<file path="src/ebt_pkg.sv">
package ebt_pkg;

    // ------------------------------------------------------------
    // Register byte offsets
    // ------------------------------------------------------------
    localparam logic [7:0] OFS_CTRL   = 8'h00; // Control fields
    localparam logic [7:0] OFS_PERIOD = 8'h04; // Reload period
    localparam logic [7:0] OFS_CMP    = 8'h08; // Compare value
    localparam logic [7:0] OFS_COUNT  = 8'h0c; // Live count, read only
    localparam logic [7:0] OFS_DIV    = 8'h10; // System clock divisor
    localparam logic [7:0] OFS_STAT   = 8'h14; // Sticky events, read only
    localparam logic [7:0] OFS_ICLR   = 8'h18; // Event clear, write only
    localparam logic [7:0] OFS_IEN    = 8'h1c; // Interrupt enable

    // ------------------------------------------------------------
    // Widths, field positions and reset values
    // ------------------------------------------------------------
    localparam int         CTRL_W     = 12;    // Control bits in use
    localparam int         STAT_W     = 2;     // Status bits in use
    localparam int         STAT_TIMER = 0;     // Selected timer event
    localparam int         STAT_CAP   = 1;     // Capture event
    localparam logic [7:0] RST_PERIOD = 8'hff; // Period after reset
    localparam logic [7:0] RST_CMP    = 8'h00; // Compare after reset
    localparam logic [7:0] RST_DIV    = 8'h00; // Divide by one

    // Control register, bit 0 is enable
    typedef struct packed {
        logic [2:0] cmp_route;   // 0 off, n routes to row n-1
        logic [2:0] tc_route;    // 0 off, n routes to row n-1
        logic       pulse_width; // 0 full input clock, 1 one cycle
        logic       clk_src;     // 0 divided system clock, 1 low speed
        logic       clk_sync;    // Resync low speed tick
        logic       irq_src;     // 0 terminal count, 1 compare
        logic       cmp_mode;    // 0 less than, 1 less or equal
        logic       enable;      // Timer running
    } ebt_ctrl_type;

    localparam ebt_ctrl_type RST_CTRL = '0;

endpackage

</file>
<file path="src/ebt_sync.sv">
`timescale 1ns/1ps
// Two-flop synchroniser with rising edge detect on the safe side
module ebt_sync (
    input  wire logic core_clk,
    input  wire logic rst,
    input  wire logic async_in,
    output logic      level,
    output logic      rise
);

    // ------------------------------------------------------------
    // State
    // ------------------------------------------------------------
    typedef struct packed {
        logic meta;   // First stage, read only by second
        logic stable; // Second stage
        logic prev;   // Previous stable value
    } ebt_sync_type;

    ebt_sync_type s;
    ebt_sync_type next_s;

    // Shift chain
    always_comb begin
        next_s        = s;
        next_s.meta   = async_in;
        next_s.stable = s.meta;
        next_s.prev   = s.stable;
    end

    // Register
    always_ff @(posedge core_clk) begin
        if (rst) begin
            s <= '0;
        end else begin
            s <= next_s;
        end
    end

    assign level = s.stable;
    assign rise  = s.stable & ~s.prev;

endmodule

</file>
<file path="src/ebt_prescale.sv">
`timescale 1ns/1ps
// Divides the system clock by div+1, giving a one-cycle tick
module ebt_prescale #(
    parameter int W = 8
) (
    input  wire logic         core_clk,
    input  wire logic         rst,
    input  wire logic [W-1:0] div,
    output logic              tick
);

    initial begin
        if (W < 1 || W > 16) begin
            $error("ebt_prescale: W out of range");
        end
    end

    typedef struct packed {
        logic [W-1:0] cnt; // Cycles since last tick
    } ebt_pre_type;

    ebt_pre_type s;
    ebt_pre_type next_s;

    // Wrap at the divisor
    always_comb begin
        next_s = s;
        if (s.cnt >= div) begin
            next_s.cnt = '0;
        end else begin
            next_s.cnt = s.cnt + W'(1);
        end
    end

    always_ff @(posedge core_clk) begin
        if (rst) begin
            s <= '0;
        end else begin
            s <= next_s;
        end
    end

    assign tick = (s.cnt >= div);

endmodule

</file>
<file path="src/ebt_timer.sv">
`timescale 1ns/1ps
// Notes on behaviour
// [RULE1] Eight-bit count advanced by selected input clock
// [RULE2] Period register accepts any value 0..255
// [RULE3] Reload at zero and on enable
// [RULE4] Capture rising edge copies count to compare
// [RULE5] Capture source must not stay high
// [RULE6] Compare event at programmed compare value
// [RULE7] Compare test less-than or less-or-equal
// [RULE8] Terminal count output off or to row
// [RULE9] Compare routing never affects interrupts
// [RULE10] Compare always fed to next block
// [RULE11] Low speed clock selectable as count source
// [RULE12] Interrupt source terminal count or compare
// [RULE13] Optional resync of input clock tick
// [RULE14] Decrement per tick, terminal pulse at zero
module ebt_timer #(
    parameter int ROWS = 4
) (
    input  wire logic             core_clk,
    input  wire logic             rst,
    input  wire logic             hsel,
    input  wire logic [31:0]      haddr,
    input  wire logic [1:0]       htrans,
    input  wire logic             hwrite,
    input  wire logic [2:0]       hsize,
    input  wire logic [31:0]      hwdata,
    input  wire logic             hready,
    output logic                  hreadyout,
    output logic                  hresp,
    output logic [31:0]           hrdata,
    input  wire logic             capture_in,
    input  wire logic             low_speed_clock_source,
    output logic [ROWS-1:0]       row_out,
    output logic                  compare_to_next,
    output logic                  irq
);

    initial begin
        if (ROWS < 1 || ROWS > 7) begin
            $error("ebt_timer: ROWS must be 1 to 7");
        end
    end

    // ------------------------------------------------------------
    // State
    // ------------------------------------------------------------
    typedef struct packed {
        logic                      wr_pend;  // Write data phase due
        logic [7:0]                waddr;    // Offset of that write
        logic [31:0]               rdata;    // Read data for bus
        ebt_pkg::ebt_ctrl_type     ctrl;     // Control fields
        logic [7:0]                period;   // Reload value
        logic [7:0]                cmpv;     // Compare value
        logic [7:0]                count;    // Live count
        logic [7:0]                div;      // Prescale divisor
        logic [ebt_pkg::STAT_W-1:0] stat;    // Sticky events
        logic [ebt_pkg::STAT_W-1:0] ien;     // Interrupt enables
        logic                      en_d;     // Enable last cycle
        logic                      cmp_lvl;  // Compare true
        logic                      lsc_d;    // Resynced slow tick
        logic                      tc_out;   // Terminal count level
        logic [ROWS-1:0]           rows;     // Routed row outputs
    } ebt_state_type;

    ebt_state_type s;
    ebt_state_type next_s;

    logic pre_tick;   // Divided system clock tick
    logic lsc_rise;   // Low speed clock rising edge
    logic cap_rise;   // Capture rising edge
    logic tick;       // Selected count tick
    logic tc_ev;      // Terminal count this cycle
    logic cmp_now;    // Compare test result
    logic cmp_ev;     // Compare became true
    logic take;       // Bus address phase accepted

    // ------------------------------------------------------------
    // Helpers
    // ------------------------------------------------------------
    // Compare test, mode selects strict or inclusive
    function automatic logic cmp_test(input logic [7:0] c,
                                      input logic [7:0] v,
                                      input logic       le);
        cmp_test = le ? (c <= v) : (c < v); // [RULE7]
    endfunction

    // True when a route field selects row r
    function automatic logic route_hit(input logic [2:0] route,
                                       input int         r);
        route_hit = (route == 3'(r + 1));
    endfunction

    // ------------------------------------------------------------
    // Input conditioning
    // ------------------------------------------------------------
    ebt_sync u_cap_sync (
        .core_clk (core_clk),
        .rst      (rst),
        .async_in (capture_in),
        .level    (),
        .rise     (cap_rise)
    );

    ebt_sync u_lsc_sync (
        .core_clk (core_clk),
        .rst      (rst),
        .async_in (low_speed_clock_source),
        .level    (),
        .rise     (lsc_rise)
    );

    ebt_prescale #(
        .W (8)
    ) u_pre (
        .core_clk (core_clk),
        .rst      (rst),
        .div      (s.div),
        .tick     (pre_tick)
    );

    // ------------------------------------------------------------
    // Tick selection and events
    // ------------------------------------------------------------
    always_comb begin
        // Low speed source, optionally one more resync stage
        if (s.ctrl.clk_src) begin
            tick = s.ctrl.clk_sync ? s.lsc_d : lsc_rise; // [RULE11] [RULE13]
        end else begin
            tick = pre_tick; // [RULE1]
        end
        tick    = tick & s.ctrl.enable & s.en_d;
        tc_ev   = tick & (s.count == 8'h00); // [RULE14]
        cmp_now = s.ctrl.enable
                & cmp_test(s.count, s.cmpv, s.ctrl.cmp_mode); // [RULE6]
        cmp_ev  = cmp_now & ~s.cmp_lvl;
        take    = hsel & hready & htrans[1];
    end

    // ------------------------------------------------------------
    // Next state
    // ------------------------------------------------------------
    always_comb begin
        next_s = s;

        // Bus address phase: latch write, prepare read data
        next_s.wr_pend = take & hwrite;
        if (take) begin
            next_s.waddr = haddr[7:0];
        end
        if (take && !hwrite) begin
            case (haddr[7:0])
                ebt_pkg::OFS_CTRL: begin
                    next_s.rdata = 32'(s.ctrl);
                end
                ebt_pkg::OFS_PERIOD: begin
                    next_s.rdata = 32'(s.period);
                end
                ebt_pkg::OFS_CMP: begin
                    next_s.rdata = 32'(s.cmpv);
                end
                ebt_pkg::OFS_COUNT: begin
                    next_s.rdata = 32'(s.count);
                end
                ebt_pkg::OFS_DIV: begin
                    next_s.rdata = 32'(s.div);
                end
                ebt_pkg::OFS_STAT: begin
                    next_s.rdata = 32'(s.stat);
                end
                ebt_pkg::OFS_IEN: begin
                    next_s.rdata = 32'(s.ien);
                end
                default: begin
                    // Unmapped and write-only read as zero
                    next_s.rdata = 32'h0000_0000;
                end
            endcase
        end

        // Bus data phase: store write data
        if (s.wr_pend) begin
            case (s.waddr)
                ebt_pkg::OFS_CTRL: begin
                    next_s.ctrl = hwdata[ebt_pkg::CTRL_W-1:0];
                end
                ebt_pkg::OFS_PERIOD: begin
                    next_s.period = hwdata[7:0]; // [RULE2]
                end
                ebt_pkg::OFS_CMP: begin
                    next_s.cmpv = hwdata[7:0];
                end
                ebt_pkg::OFS_DIV: begin
                    next_s.div = hwdata[7:0];
                end
                ebt_pkg::OFS_ICLR: begin
                    next_s.stat = s.stat & ~hwdata[ebt_pkg::STAT_W-1:0];
                end
                ebt_pkg::OFS_IEN: begin
                    next_s.ien = hwdata[ebt_pkg::STAT_W-1:0];
                end
                default: begin
                    // Read-only and unmapped writes are dropped
                end
            endcase
        end

        // Counter: reload on enable or at zero, else count down on tick
        next_s.en_d  = s.ctrl.enable;
        next_s.lsc_d = lsc_rise;
        if (s.ctrl.enable && !s.en_d) begin
            next_s.count = s.period; // [RULE3]
        end else if (tc_ev) begin
            next_s.count = s.period; // [RULE3]
        end else if (tick) begin
            next_s.count = s.count - 8'h01; // [RULE1] [RULE14]
        end

        // Capture wins over a software compare write
        if (cap_rise) begin
            next_s.cmpv = s.count; // [RULE4]
        end

        // Sticky events; a set beats a clear in the same cycle
        if (s.ctrl.irq_src ? cmp_ev : tc_ev) begin
            next_s.stat[ebt_pkg::STAT_TIMER] = 1'b1; // [RULE12] [RULE9]
        end
        if (cap_rise) begin
            next_s.stat[ebt_pkg::STAT_CAP] = 1'b1;
        end

        // Output levels
        next_s.cmp_lvl = cmp_now;
        if (s.ctrl.pulse_width) begin
            next_s.tc_out = tc_ev; // [RULE14]
        end else begin
            next_s.tc_out = s.ctrl.enable & (s.count == 8'h00);
        end
        for (int r = 0; r < ROWS; r++) begin
            next_s.rows[r] = (route_hit(s.ctrl.tc_route, r) & s.tc_out)
                | (route_hit(s.ctrl.cmp_route, r) & s.cmp_lvl); // [RULE8]
        end
    end

    // ------------------------------------------------------------
    // Register
    // ------------------------------------------------------------
    always_ff @(posedge core_clk) begin
        if (rst) begin
            s        <= '0;
            s.ctrl   <= ebt_pkg::RST_CTRL;
            s.period <= ebt_pkg::RST_PERIOD;
            s.cmpv   <= ebt_pkg::RST_CMP;
            s.div    <= ebt_pkg::RST_DIV;
        end else begin
            s <= next_s;
        end
    end

    // ------------------------------------------------------------
    // Outputs
    // ------------------------------------------------------------
    assign hreadyout       = 1'b1;
    assign hresp           = 1'b0;
    assign hrdata          = s.rdata;
    assign row_out         = s.rows;
    assign compare_to_next = s.cmp_lvl; // [RULE10]
    assign irq             = |(s.stat & s.ien);

    // ------------------------------------------------------------
    // Checks
    // ------------------------------------------------------------
    property p_count_dec;
        @(posedge core_clk) disable iff (rst)
        (tick && s.count != 8'h00 && s.ctrl.enable)
            |=> (s.count == $past(s.count) - 8'h01);
    endproperty
    a_count_dec: assert property (p_count_dec) // [RULE14]
        else $error("count did not decrement on tick");

    property p_reload_zero;
        @(posedge core_clk) disable iff (rst)
        tc_ev |=> (s.count == $past(s.period));
    endproperty
    a_reload_zero: assert property (p_reload_zero) // [RULE3]
        else $error("count not reloaded at zero");

    property p_reload_enable;
        @(posedge core_clk) disable iff (rst)
        (s.ctrl.enable && !s.en_d) |=> (s.count == $past(s.period));
    endproperty
    a_reload_enable: assert property (p_reload_enable) // [RULE3]
        else $error("count not reloaded on enable");

    property p_capture;
        @(posedge core_clk) disable iff (rst)
        cap_rise |=> (s.cmpv == $past(s.count));
    endproperty
    a_capture: assert property (p_capture) // [RULE4]
        else $error("capture did not copy count");

    property p_cmp_lt;
        @(posedge core_clk) disable iff (rst)
        (s.ctrl.enable && !s.ctrl.cmp_mode && s.count < s.cmpv)
            |=> compare_to_next;
    endproperty
    a_cmp_lt: assert property (p_cmp_lt) // [RULE6]
        else $error("compare missing below value");

    property p_cmp_eq;
        @(posedge core_clk) disable iff (rst)
        (s.ctrl.enable && s.count == s.cmpv)
            |=> (compare_to_next == $past(s.ctrl.cmp_mode));
    endproperty
    a_cmp_eq: assert property (p_cmp_eq) // [RULE7]
        else $error("compare mode wrong at equality");

    property p_irq_tc;
        @(posedge core_clk) disable iff (rst)
        (tc_ev && !s.ctrl.irq_src) |=> s.stat[ebt_pkg::STAT_TIMER];
    endproperty
    a_irq_tc: assert property (p_irq_tc) // [RULE12]
        else $error("terminal count did not set status");

    property p_route_off;
        @(posedge core_clk) disable iff (rst)
        (s.ctrl.tc_route == 3'h0 && s.ctrl.cmp_route == 3'h0)
            |=> (row_out == '0);
    endproperty
    a_route_off: assert property (p_route_off) // [RULE8]
        else $error("row output driven while unrouted");

    property p_period_store;
        @(posedge core_clk) disable iff (rst)
        (s.wr_pend && s.waddr == ebt_pkg::OFS_PERIOD)
            |=> (s.period == $past(hwdata[7:0]));
    endproperty
    a_period_store: assert property (p_period_store) // [RULE2]
        else $error("period write not stored");

endmodule

</file>
<file path="config.mk">
export PLATFORM = sky130hd
export DESIGN_NAME = ebt_timer
export DESIGN_NICKNAME = d
export VERILOG_FILES = /design/src/ebt_pkg.sv /design/src/ebt_sync.sv /design/src/ebt_prescale.sv /design/src/ebt_timer.sv
export SDC_FILE = /design/constraint.sdc
export NUM_CORES = 1
export LEC_CHECK = 0
export BUFFER_PORTS_ARGS = -buffer_cell sky130_fd_sc_hd__buf_4
export CAP_MARGIN = 15
export CELL_PAD_IN_SITES_DETAIL_PLACEMENT = 2
export CELL_PAD_IN_SITES_GLOBAL_PLACEMENT = 2
export CORE_MARGIN = 1.5
export CORE_UTILIZATION = 32
export DETAILED_ROUTE_END_ITERATION = 10
export PLACE_DENSITY_LB_ADDON = 0.1
export SYNTH_ARGS = -nofsm -noshare
export SYNTH_HDL_FRONTEND = slang
export SYNTH_SLANG_ARGS = --single-unit
</file>
<file path="constraint.sdc">
create_clock -name core_clk -period 2.75 [get_ports core_clk]
set_clock_uncertainty 0.1 [all_clocks]
set_input_delay 0.55 -clock core_clk [delete_from_list [all_inputs] [get_ports core_clk]]
set_output_delay 0.55 -clock core_clk [all_outputs]
set_load 0.05 [all_outputs]
</file>
# Word level (Yosys, flattened, before mapping)
# Cells that the tools add are included.
# totals
out_inout_bits	40
inputBits	76
regBits	111
word_cells	122
# classes
n_lt_le_gt_ge	3
bitwise	29
eq_ne	19
mux	17
n_reduce_logical	22
n_addsub	2
# ops
cell	count
$pmux W12 S7	1
$eq A8 B5 Y1 const B	6
$mux W8	6
$eq A8 B4 Y1 const B	3
$logic_not A8 Y1	3
$and A1 B1 Y1	19
$eq A8 B3 Y1 const B	2
$reduce_and A2 Y1	7
$eq A3 B2 Y1 const B	4
$reduce_bool A2 Y1	5
$add A8 B1 Y8 const B	1
$ge A8 B8 Y1	1
$le A8 B8 Y1	1
$lt A8 B8 Y1	1
$sub A8 B1 Y8 const B	1
$mux W1	7
$eq A3 B1 Y1 const B	2
$eq A3 B3 Y1 const B	2
$and A2 B2 Y2	2
$mux W2	2
$mux W4	1
$or A1 B1 Y1	4
$reduce_or A2 Y1	2
$not A1 Y1	3
4 further kinds	6

# Longest topological paths before layout
# Gate-level depths: netlist of the first run.
# logic_depth
word_depth	10
ltp_mapped	8
ltp_nobuf	8

# By module
# A second synthesis of the first run with hierarchy kept.
# hier_totals
cells_unflattened	514
hier_area_um2	4812.1
# by_module_without_submodules
mod	area_per_inst_um2	instances	seq_area_each_um2	cells_each
ebt_timer	4107.7	1	1541.5	441
ebt_prescale	529.3	1	160.2	59
ebt_sync	87.6	2	60.1	7

# Worst setup path before layout of the first run
# No wires, ideal clock.
# synth_path
path_kind	reg2reg
from	register, netlist name s[14]
to	register s[22] (netlist name)
arrival_ps	1901
period_less_slack_ps	2072
path_slack_ps	678
setup_time_ps	71
stages_incl_launch_ff	9
n_path_buf	0
required_time_ps	2579
cell_sequence	dfxtp_1 > inv_1 > ha_1 > or3_1 > a21oi_2 > a211oi_2 > o41ai_4 > o21ai_0 > a21oi_1
# synth_between
elab_chain_cells	7
word_cells_on_any_way	8
classes_between	order compare: 1; mux: 3; bitwise: 3; reduce/logical: 1
# synth_lines
item	line_no	source
$ge A8 B8 Y1 (*)	ebt_prescale.sv:43	assign tick = (s.cnt >= div);
$mux W1 (*)	ebt_timer.sv:127	if (s.ctrl.clk_src) begin
$and A1 B1 Y1 (*) (2 in series)	ebt_timer.sv:132	tick = tick & s.ctrl.enable & s.en_d;
$and A1 B1 Y1	ebt_timer.sv:133	tc_ev = tick & (s.count == 8'h00);
$mux W8	ebt_timer.sv:213	end else if (tc_ev) begin
$mux W8	ebt_timer.sv:211	if (s.ctrl.enable && !s.en_d) begin
end signal: assignment	ebt_timer.sv:256	s <= next_s;
end: declaration	ebt_timer.sv:66	ebt_state_type s;
# Every way passes the cells marked *; elsewhere a longest branch is shown, timed or not.
# A chain may end at the register's enable or synchronous reset.

# Worst setup path after layout of the first run
# layout_path
from	register, netlist name s[15]
to	register s[10] (netlist name)
# layout_between
elab_chain_cells	8
word_cells_on_any_way	10
classes_between	order compare: 1; mux: 3; bitwise: 3; reduce/logical: 3
# layout_lines
item	line_no	source
$ge A8 B8 Y1 (*)	ebt_prescale.sv:43	
$mux W1 (*)	ebt_timer.sv:127	
$and A1 B1 Y1 (*) (2 in series)	ebt_timer.sv:132	
$and A1 B1 Y1 (*)	ebt_timer.sv:133	
$mux W1 (*)	ebt_timer.sv:225	if (s.ctrl.irq_src ? cmp_ev : tc_ev) begin
$reduce_bool A2 Y1 (no source line)	n/a	
$reduce_and A2 Y1 (no source line)	n/a	
# Marked as above.

==> results of run 1 <==
==> per-stage QoR <==
| stage | area, um^2 | setup WS (ns) |
|---|---|---|
| 6_report | 5440 | 0.292 |
| 2_1_floorplan | 4860 | 0.678 |
| 3_5_place_dp | 5130 | 0.341 |
| 4_1_cts | 5440 | 0.320 |
| 5_1_grt | 5440 | 0.162 |
| 3_3_place_gp | 5130 | 0.400 |
==> worst reg2reg max path: cells and delay by family (launching register included) <==
kind	cells	cell delay, ns
compound gates	4	0.87
fa+ha+maj	1	0.28
buf+inv	1	0.07
flops	1	0.39
simple gates	2	0.68
==> cell type report <==
type	count	share of cell area
well taps	184	0.0423
repair buffers	57	0.0787
clock inverters	7	0.0140
flip-flops and latches	91	0.335
inverters	29	0.0200
multi-input cells	379	0.468
clock buffers	9	0.0414
==> layer usage <==
metal / vias to the layer above / GRT usage
li1: 1891 / -
met2: 52 / 0.331
met3: 14 / 0.0359
met4: 0 / 0.0588
met5: - / 0
met1: 1941 / 0.250
==> cell families (layout without fill, tap and decap cells) <==
group           Yosys count  in the layout
compound gates          105            105
xor+xnor                  6              6
fa+ha+maj                18             18
buf+inv                  88            102
flops                    91             91
mux                      47             47
other cells               2             22
simple gates            181            181
==> flip-flops by register name, summed over array words and instances, names as in the netlist, 4 cells and up <==
name / count
hrdata: 12
row_out: 4
s: 59
u_pre.s: 8
==> power by group through the flow <==
stage	Clock [mW]	Sequential [mW]	Combinational, mW
global placement	0	1.39	0.283
global route	1.39	1.36	0.318
floorplan	0	1.38	0.227
detailed placement	0	1.39	0.294
CTS	1.34	1.36	0.294
finish	1.29	1.36	0.291
==> path summary, 6_finish.rpt <==
| check | start | endpoint | slack [ns] | cells after the start |
|---|---|---|---|---|
| max | s[15]$_SDFFE_PP0P_ | s[10]$_SDFFE_PP0P_ | 0.29 | 8 |
| min | capture_in | u_cap_sync.next_s[1]$_SDFF_PP0_ | 0.31 | 2 |
| max reg2reg | s[15]$_SDFFE_PP0P_ | s[10]$_SDFFE_PP0P_ | 0.29 | 8 |
| min reg2reg | s[94]$_SDFFE_PP0P_ | s[94]$_SDFFE_PP0P_ | 0.35 | 2 |
==> synth_stat cells, types with 5 or more instances <==
library cell / n / area, um^2
dfxtp_1: 91 / 1820
nor2_1: 61 / 229
nand2_1: 44 / 165
mux2i_1: 41 / 410
buf_4: 40 / 300
a21oi_1: 35 / 175
inv_1: 29 / 109
ha_1: 18 / 225
clkbuf_1: 14 / 52.6
nand3_1: 13 / 65.1
o21ai_0: 13 / 65.1
and3_1: 12 / 75.1
nor2b_1: 11 / 68.8
a211o_1: 8 / 70.1
a211oi_1: 8 / 60.1
nand4_1: 5 / 31.3
or3_1: 5 / 31.3
xor2_1: 5 / 43.8
==> Flow_metrics.wiki, run 1 <==
{| class="wikitable"
! Metric !! Value
|-
| Run status || complete, no violations
|-
| Post-Syn Area per Cell || 8.89 um^2
|-
| Maximum number of pins on one net before global-route repair || 36
|-
| Buf/Inv on CP || 1
|-
| Cell count after synthesis || 538
|-
| Total number of vias || 3,898
|-
| Maximum level of the CTS H-tree || 3
|-
| Via-per-instance ratio || 5.16
|-
| Share of total power in the clock network || 0.439
|-
| Hold violation total from the final report || 0
|-
| Clock insertion delay at the later pin of the skew report || 0.36 ns
|-
| Path category of the worst min-delay check || in2reg
|-
| Wire length of the first global-routing pass || 23,600 um
|-
| Leak Pwr || 2.08 nW
|-
| Total power density per cell area || 540 mW/mm^2
|-
| Maximum operating frequency || 0.407 GHz
|-
| Antenna cell count || 0
|-
| Register share of total power || 0.462
|-
| Number of iterations in the first detailed-routing pass || 4
|-
| Setup repair after global routing missed its margin || false
|-
| Worst Hold Margin || 0.306 ns
|-
| Crit-path leading delay family || compound AO/OA/AOI/OAI gates
|-
| Fin util || 0.373
|-
| Final worst path period share || 0.894
|-
| GPL Wtd Cong || 0.775
|-
| Main combinational cell family by area after synthesis || simple AND/OR/NAND/NOR gates
|-
| DP Cell Count || 740
|-
| Fill cell total of the finished layout || 1,620
|-
| Iteration-0 DRC Markers || 147
|-
| Cts repair resizes || 0
|-
| Critical Path Slowest Stage Cell || a211oi_2
|-
| Layout net count || 661
|-
| Multi-input gate area in the final layout || 0.00255 mm^2
|-
| Fraction of layout cells with a size suffix above 1 || 0.166
|-
| Clock Sink Count || 91
|-
| Number of non-filler instances in the completed layout || 756
|-
| Total number of placement rows || 44
|-
| Crit path kind || reg2reg
|-
| VDD IR-drop max || 283 uV
|-
| GRT Total Usage || 0.194
|-
| Buffers inserted during post-CTS setup optimization || 0
|-
| Area of the die || 0.0157 mm^2
|-
| Die Width || 125 um
|-
| Met2 layer wire length in the routed design || 7010 um
|-
| Initial core utilization || 0.328
|-
| Wire length on met1 || 6930 um
|-
| Remaining antenna violation count || 0
|-
| Min Tclk post-route || 2.46 ns
|-
| Setup TNS after final layout || 0 ns
|-
| Post-synthesis register bit count || 91
|-
| Hold buffers post-CTS || 0
|-
| CP Cell Sequence || inv_1 > ha_1 > o21a_1 > a21oi_2 > a211oi_2 > nor3_1 > or3_1 > a31oi_1
|-
| Pint || 2.14 mW
|-
| Share of total power in combinational logic || 0.099
|-
| Max-cap violation count || 0
|-
| Sum of overflow across all layers after global routing || 0
|-
| Cts bufs inserted || 9
|-
| Proportion of total power due to net switching || 0.270
|-
| Net switching power of the design || 0.792 mW
|-
| Total power || 2.94 mW
|-
| Number of slew-limit violations in the final report || 0
|-
| Worst path max stage delay || 0.50 ns
|-
| Number of distinct library cell variants in the gate-level netlist after synthesis || 71
|-
| Share of synthesized cell area in full adder, half adder and majority cells || 0.0471
|-
| Most frequent cells in the layout || 91 x dfxtp_1, 61 x nor2_1, 57 x buf_4, 44 x nand2_1, 41 x mux2i_1
|-
| DRC violations left || 0
|-
| Number of buffers between clock root and the deepest sink || 2
|-
| Critical path startpoint category || flop
|-
| Highest fanout seen on the critical path || 4
|-
| Proportion of synthesized flip-flops having asynchronous set or reset || 0
|-
| Predominant post-synthesis flop cell || dfxtp_1
|-
| CTS tree || built
|-
| Most frequent standard cell in the layout excluding fill and tap cells || dfxtp_1
|-
| Number of global-route vias before repair || 4,180
|-
| Data arrival at the endpoint of the critical path || 2.64 ns
|-
| Share of the synthesized netlist area taken by xor and xnor gates || 0.0110
|-
| Initial antenna violation count || 0
|-
| Post-synth EDFFs || 0
|-
| I/O pin count || 116
|-
| Number of buffers added on ports || 45
|-
| Setup Viol. Count Final || 0
|-
| Core Box Area || 0.0146 mm^2
|-
| Die Span Y || 125 um
|-
| Mean routed wirelength per cell || 19.2 um
|-
| Netlist area before placement || 0.00478 mm^2
|-
| Topmost layer with routed signal wires || met4
|-
| Wire length after detailed routing || 14,500 um
|-
| Cell chosen for the clock root || clkbuf_16
|-
| Area taken by flip-flops and latches || 0.00182 mm^2
|-
| Area fraction in compound gates after synthesis || 0.155
|-
| Sequential-to-total area share from yosys stat || 0.381
|-
| Tightest Pin Transition || 0.557 ns
|-
| Routed wire length on met3 || 376 um
|-
| Area growth syn-to-layout || 13.7%
|-
| CTS clk-pin slew, worst paths || 0.07 ns
|-
| HPWL Detailed || 11,100 um
|-
| Critical path required time || 2.94 ns
|-
| Worst slew margin || 0.626
|-
| Crit. End Element || flop
|-
| Share of synthesized cell area in and, or, nand and nor gates || 0.195
|-
| Warnings, synthesis || 0
|-
| Multiplexer area fraction after synthesis || 0.105
|}
Power figures use the tool's default switching activity.
==> inputs of run 2 (changes only) <==
--- a/config.mk
+++ b/config.mk
@@ -13,6 +13,7 @@
 export CORE_UTILIZATION = 32
 export DETAILED_ROUTE_END_ITERATION = 10
 export PLACE_DENSITY_LB_ADDON = 0.1
+export SLEW_MARGIN = 10
 export SYNTH_ARGS = -nofsm -noshare
 export SYNTH_HDL_FRONTEND = slang
 export SYNTH_SLANG_ARGS = --single-unit
==> constraint.sdc (replaced) <==
create_clock -name core_clk -period 2.8 [get_ports core_clk]
set_clock_uncertainty 0.1 [all_clocks]
set_input_delay 0.56 -clock core_clk [delete_from_list [all_inputs] [get_ports core_clk]]
set_output_delay 0.56 -clock core_clk [all_outputs]
set_load 0.05 [all_outputs]
==> run 2 against run 1 <==
  * Utilization is 0.21 points lower
  * Worst setup slack better by 0.058 ns
  * Global-route usage hardly changed
  * Register-to-register slack better by 0.06 ns
  * Via count is 0.15% lower
  * Flip-flop and latch count stayed put
  * Final cell count is 0.13% lower
  * Critical path depth is 1 lower
  * Routed wire length is 0.31% higher
  * Maximum frequency is 0.34% higher
==> Flow_metrics.wiki, run 2 (same netlist as run 1, synthesis figures left out) <==
{| class="wikitable"
! Metric !! Value
|-
| R2R Path End || s[4]$_SDFF_PP0_
|-
| Total power density per cell area || 513 mW/mm^2
|-
| Fill cell total of the finished layout || 1,662
|-
| Worst Hold Margin || 0.324 ns
|-
| Setup ws final || 0.350 ns
|-
| DRC violations left || 0
|-
| Hold buffers post-CTS || 0
|-
| Multi-input gate area in the final layout || 0.00255 mm^2
|-
| Total power || 2.77 mW
|-
| Cell chosen for the clock root || clkbuf_16
|-
| Crit. End Element || flop
|-
| DP Cell Count || 740
|-
| HPWL Detailed || 11,100 um
|-
| Worst reg2reg path depth || 7
|-
| Instance count along the most critical hold path || 2
|-
| VDD IR-drop max || 298 uV
|-
| Flip-flop count of the largest register after layout || 59
|-
| Worst slew margin || 0.631
|-
| Most frequent standard cell in the layout excluding fill and tap cells || dfxtp_1
|-
| Number of non-filler instances in the completed layout || 755
|-
| Critical Path Slowest Stage Cell || nor3_1
|-
| R2r setup slk || 0.35 ns
|-
| Maximum operating frequency || 0.408 GHz
|-
| Tightest Pin Transition || 0.550 ns
|-
| Area taken by flip-flops and latches || 0.00182 mm^2
|-
| Number of buffers added on ports || 45
|-
| Highest fanout seen on the critical path || 5
|-
| Hold path endpoint || u_cap_sync.next_s[1]$_SDFF_PP0_
|-
| Hold violation total from the final report || 0
|-
| Mean routed wirelength per cell || 19.3 um
|-
| Iteration-0 DRC Markers || 133
|-
| Clock insertion delay at the later pin of the skew report || 0.35 ns
|-
| Run status || complete, no violations
|-
| Leak Pwr || 2.07 nW
|-
| Setup Viol. Count Final || 0
|-
| Crit path kind || reg2reg
|-
| I/O pin count || 116
|-
| CTS tree || built
|-
| Via-per-instance ratio || 5.15
|-
| Min Tclk post-route || 2.45 ns
|-
| Minimum setup slack after placement || 0.381 ns
|-
| Number of iterations in the first detailed-routing pass || 4
|-
| Wire length after detailed routing || 14,600 um
|-
| Path category of the worst min-delay check || in2reg
|-
| Antenna cell count || 0
|-
| Critical path startpoint category || flop
|-
| Max-cap violation count || 0
|-
| GPL Wtd Cong || 0.768
|-
| Largest Register || s
|-
| GRT Total Usage || 0.194
|-
| Data arrival at the endpoint of the critical path || 2.57 ns
|-
| Remaining antenna violation count || 0
|-
| Total number of vias || 3,892
|-
| Most frequent cells in the layout || 91 x dfxtp_1, 61 x nor2_1, 57 x buf_4, 44 x nand2_1, 41 x mux2i_1
|-
| Layout net count || 661
|-
| Fin util || 0.370
|-
| Sum of overflow across all layers after global routing || 0
|-
| CTS clk-pin slew, worst paths || 0.07 ns
|-
| Post-route design area || 0.00541 mm^2
|-
| Initial core utilization || 0.328
|-
| Cts bufs inserted || 9
|-
| Critical path required time || 2.92 ns
|-
| Setup repair after global routing missed its margin || false
|-
| Die Width || 125 um
|-
| Number of slew-limit violations in the final report || 0
|-
| Wire length of the first global-routing pass || 23,600 um
|-
| Placed cell areas || 0.00513 mm^2
|-
| Maximum number of pins on one net before global-route repair || 36
|-
| Core Box Area || 0.0146 mm^2
|-
| Area of the die || 0.0157 mm^2
|-
| Die Span Y || 125 um
|-
| CP Cell Sequence || ha_1 > or3_1 > a21oi_2 > a211oi_2 > nor3_1 > o31ai_1 > and4b_1
|-
| Hold path startpoint || capture_in
|-
| Origin of the critical flop-to-flop path || u_pre.s[2]$_SDFF_PP0_
|-
| Worst path max stage delay || 0.48 ns
|-
| Number of buffers between clock root and the deepest sink || 2
|-
| Cts repair resizes || 0
|-
| Final worst path period share || 0.875
|-
| Fraction of layout cells with a size suffix above 1 || 0.163
|-
| Number of global-route vias before repair || 4,234
|-
| Buffers inserted during post-CTS setup optimization || 0
|-
| Clock Sink Count || 91
|-
| Setup TNS after final layout || 0 ns
|-
| Area growth syn-to-layout || 13.0%
|-
| Total number of placement rows || 44
|-
| Maximum level of the CTS H-tree || 3
|-
| Initial antenna violation count || 0
|}
==> run 2: power by group <==
part | total (mW) | leakage [nW] | internal (mW) | switching, mW
logic | 0.286 | 1.19 | 0.0933 | 0.193
registers | 1.33 | 0.736 | 1.31 | 0.0199
clock network | 1.15 | 0.135 | 0.622 | 0.528
total | 2.77 | 2.07 | 2.03 | 0.741
==> run 2: worst max path at each step <==
stage | start | end | slack, ns | depth (start not counted)
5_1_grt | u_pre.s[2]$_SDFF_PP0_ | s[22]$_SDFFE_PP0P_ | 0.18 | 7
6_report | u_pre.s[2]$_SDFF_PP0_ | s[4]$_SDFF_PP0_ | 0.35 | 7
2_1_floorplan | s[14]$_SDFFE_PP0P_ | s[22]$_SDFFE_PP0P_ | 0.73 | 8
3_5_place_dp | u_pre.s[2]$_SDFF_PP0_ | s[22]$_SDFFE_PP0P_ | 0.38 | 7
3_3_place_gp | s[15]$_SDFFE_PP0P_ | s[10]$_SDFFE_PP0P_ | 0.45 | 8
4_1_cts | u_pre.s[2]$_SDFF_PP0_ | s[22]$_SDFFE_PP0P_ | 0.33 | 7
==> run 2: layout make-up <==
class	instances	area share
clock buffers	11	0.0449
well taps	184	0.0426
repair buffers	57	0.0792
multi-input cells	379	0.471
inverters	29	0.0201
clock inverters	4	0.00509
flip-flops and latches	91	0.337
==> run 2: worst max-delay path: cells and delay by family (launching register included) <==
kind                     cells  cell delay (ns)
adder cells (fa/ha/maj)      1             0.29
flip-flops                   1             0.46
AO/OA/AOI/OAI                3             0.37
AND/OR/NAND/NOR              3             1.09
==> run 2: layer usage <==
metal	GRT usage	part of all wire	vias up
met5	0	0	-
met4	0.0588	0.014	0
met3	0.0300	0.032	16
met2	0.337	0.48	55
met1	0.248	0.47	1933
li1	-	-	1888
==> inputs of run 3 (changes only) <==
--- a/config.mk
+++ b/config.mk
@@ -13,6 +13,8 @@
 export CORE_UTILIZATION = 32
 export DETAILED_ROUTE_END_ITERATION = 10
 export PLACE_DENSITY_LB_ADDON = 0.1
+export RECOVER_POWER = 25
+export SETUP_SLACK_MARGIN = 0.02
 export SLEW_MARGIN = 10
 export SYNTH_ARGS = -nofsm -noshare
 export SYNTH_HDL_FRONTEND = slang
==> run 3 against run 2 <==
  * The run now ends with capacitance limit, slew limit left
  * Count of clock-buffer cells in the layout unchanged
  * Combinational power about the same
  * Critical path depth decreased by 4
  * Final cell count unchanged
  * Maximum frequency decreased by 1.4%
  * Utilization decreased by 0.22 points
  * Critical endpoint is now s[96]$_SDFF_PP0_
  * Clock power about the same
  * Die area unchanged
  * Critical path type is now in2reg
  * Non-clock buffer count unchanged
==> Flow_metrics.wiki, run 3 (same netlist as run 1, synthesis figures left out) <==
{| class="wikitable"
! Metric !! Value
|-
| Run status || finished, violations left
|-
| Failing checks || capacitance limit, slew limit
|-
| Data arrival at the endpoint of the critical path || 2.60 ns
|-
| Most frequent cells in the layout || 91 x dfxtp_1, 61 x nor2_1, 48 x buf_4, 44 x nand2_1, 41 x mux2i_1
|-
| Initial antenna violation count || 0
|-
| Worst slew margin || -0.205
|-
| Maximum level of the CTS H-tree || 3
|-
| Total number of placement rows || 44
|-
| Critical path required time || 2.91 ns
|-
| Via-per-instance ratio || 5.15
|-
| Area taken by flip-flops and latches || 0.00182 mm^2
|-
| Core Box Area || 0.0146 mm^2
|-
| Min Tclk post-route || 2.49 ns
|-
| Share of total power in the clock network || 0.414
|-
| Antenna cell count || 0
|-
| Setup repair after global routing missed its margin || false
|-
| Area growth syn-to-layout || 12.3%
|-
| Final worst path period share || 0.888
|-
| Layout net count || 661
|-
| Clock insertion delay at the later pin of the skew report || 0.35 ns
|-
| I/O pin count || 116
|-
| Post-route design area || 0.00537 mm^2
|-
| Origin of the critical flop-to-flop path || u_pre.s[2]$_SDFF_PP0_
|-
| Setup TNS after final layout || 0 ns
|-
| Crit. End Element || flop
|-
| Iteration-0 DRC Markers || 135
|-
| Fill cell total of the finished layout || 1,666
|-
| Total power || 2.76 mW
|-
| Worst reg2reg path depth || 7
|-
| Maximum number of pins on one net before global-route repair || 36
|-
| Placed cell areas || 0.00513 mm^2
|-
| Number of buffers between clock root and the deepest sink || 2
|-
| GRT Total Usage || 0.194
|-
| Wire length of the first global-routing pass || 23,600 um
|-
| Most frequent standard cell in the layout excluding fill and tap cells || dfxtp_1
|-
| CP Cell Sequence || clkbuf_1 > clkbuf_2 > nor3b_1
|-
| Clock Sink Count || 91
|-
| Total number of vias || 3,891
|-
| Net switching power of the design || 0.737 mW
|-
| Multi-input gate area in the final layout || 0.00255 mm^2
|-
| Worst Hold Margin || 0.325 ns
|-
| GPL Wtd Cong || 0.768
|-
| Remaining antenna violation count || 0
|-
| Number of global-route vias before repair || 4,234
|-
| Buffers inserted during post-CTS setup optimization || 0
|-
| Tightest Pin Transition || 1.81 ns
|-
| CTS clk-pin slew, worst paths || 0.06 ns
|-
| Total power density per cell area || 515 mW/mm^2
|-
| Cts bufs inserted || 9
|-
| Worst setup path end || s[96]$_SDFF_PP0_
|-
| Wire length after detailed routing || 14,600 um
|-
| Hold violation total from the final report || 0
|-
| Critical path startpoint category || input pin
|-
| Fraction of layout cells with a size suffix above 1 || 0.149
|-
| Maximum operating frequency || 0.402 GHz
|-
| Setup crit start || rst
|-
| Crit path kind || in2reg
|-
| Cts repair resizes || 0
|-
| Share of total power in combinational logic || 0.103
|-
| Path category of the worst min-delay check || in2reg
|-
| Largest Register || s
|-
| Die Span Y || 125 um
|-
| Hold buffers post-CTS || 0
|-
| Flip-flop count of the largest register after layout || 59
|-
| VDD IR-drop max || 296 uV
|-
| DRC violations left || 0
|-
| Initial core utilization || 0.328
|-
| Die Width || 125 um
|-
| Setup Viol. Count Final || 0
|-
| Cell chosen for the clock root || clkbuf_16
|-
| Max-cap violation count || 1
|-
| Critical Path Slowest Stage Cell || clkbuf_1
|-
| Worst path max stage delay || 1.27 ns
|-
| Pint || 2.03 mW
|-
| R2R Path End || s[22]$_SDFFE_PP0P_
|-
| Leak Pwr || 2.03 nW
|-
| Proportion of total power due to net switching || 0.267
|-
| Highest fanout seen on the critical path || 35
|-
| Number of slew-limit violations in the final report || 36
|-
| R2r setup slk || 0.33 ns
|-
| CTS tree || built
|-
| Sum of overflow across all layers after global routing || 0
|-
| Mean routed wirelength per cell || 19.3 um
|-
| Number of iterations in the first detailed-routing pass || 5
|-
| HPWL Detailed || 11,100 um
|-
| Number of buffers added on ports || 45
|-
| Area of the die || 0.0157 mm^2
|-
| Register share of total power || 0.482
|}
run 3: final cells by class:
class / count / area share
Clock inverter: 4 / 0.00512
Sequential cell: 91 / 0.339
Clock buffer: 11 / 0.0452
Inverter: 29 / 0.0203
Tap cell: 184 / 0.0429
Timing Repair Buffer: 57 / 0.0736
Multi-Input combinational cell: 379 / 0.474
run 3: routing by layer:
layer	GRT usage	part of all wire	vias to the layer above
met4	0.0588	0.011	0
met2	0.337	0.49	54
li1	-	-	1887
met5	0	0	-
met3	0.0300	0.025	13
met1	0.248	0.48	1937
run 3: worst max-delay path: cells and delay by family:
kind	cells	cell delay (ns)
simple gates	1	0.11
buf+inv	2	1.91
run 3: worst min path at each step:
| stage | from | slack (ns) | end | cells past startpoint |
|---|---|---|---|---|
| 2_1_floorplan | u_cap_sync.next_s[1]$_SDFF_PP0_ | 0.31 | u_cap_sync.level$_SDFF_PP0_ | 1 |
| 3_3_place_gp | u_lsc_sync.next_s[1]$_SDFF_PP0_ | 0.33 | u_lsc_sync.level$_SDFF_PP0_ | 1 |
| 3_5_place_dp | hrdata[4]$_SDFFE_PP0P_ | 0.35 | hrdata[4]$_SDFFE_PP0P_ | 2 |
| 4_1_cts | capture_in | 0.31 | u_cap_sync.next_s[1]$_SDFF_PP0_ | 2 |
| 5_1_grt | capture_in | 0.34 | u_cap_sync.next_s[1]$_SDFF_PP0_ | 2 |
| 6_report | capture_in | 0.32 | u_cap_sync.next_s[1]$_SDFF_PP0_ | 2 |
run 3: per-stage QoR:
step                std cells  setup slack [ns]  utilization
detailed placement        740             0.381        0.352
global route              755             0.107        0.368
floorplan                 558             0.728            -
global placement          740             0.450        0.352
CTS                       755             0.332        0.370
finish                    755             0.314        0.368
run 3: power groups by stage:
stage	logic (mW)	registers [mW]	clock network (mW)
after CTS	0.289	1.33	1.19
after global placement	0.278	1.36	0
after detailed placement	0.288	1.36	0
final	0.285	1.33	1.15
after global routing	0.312	1.34	1.23
after floorplan	0.223	1.35	0
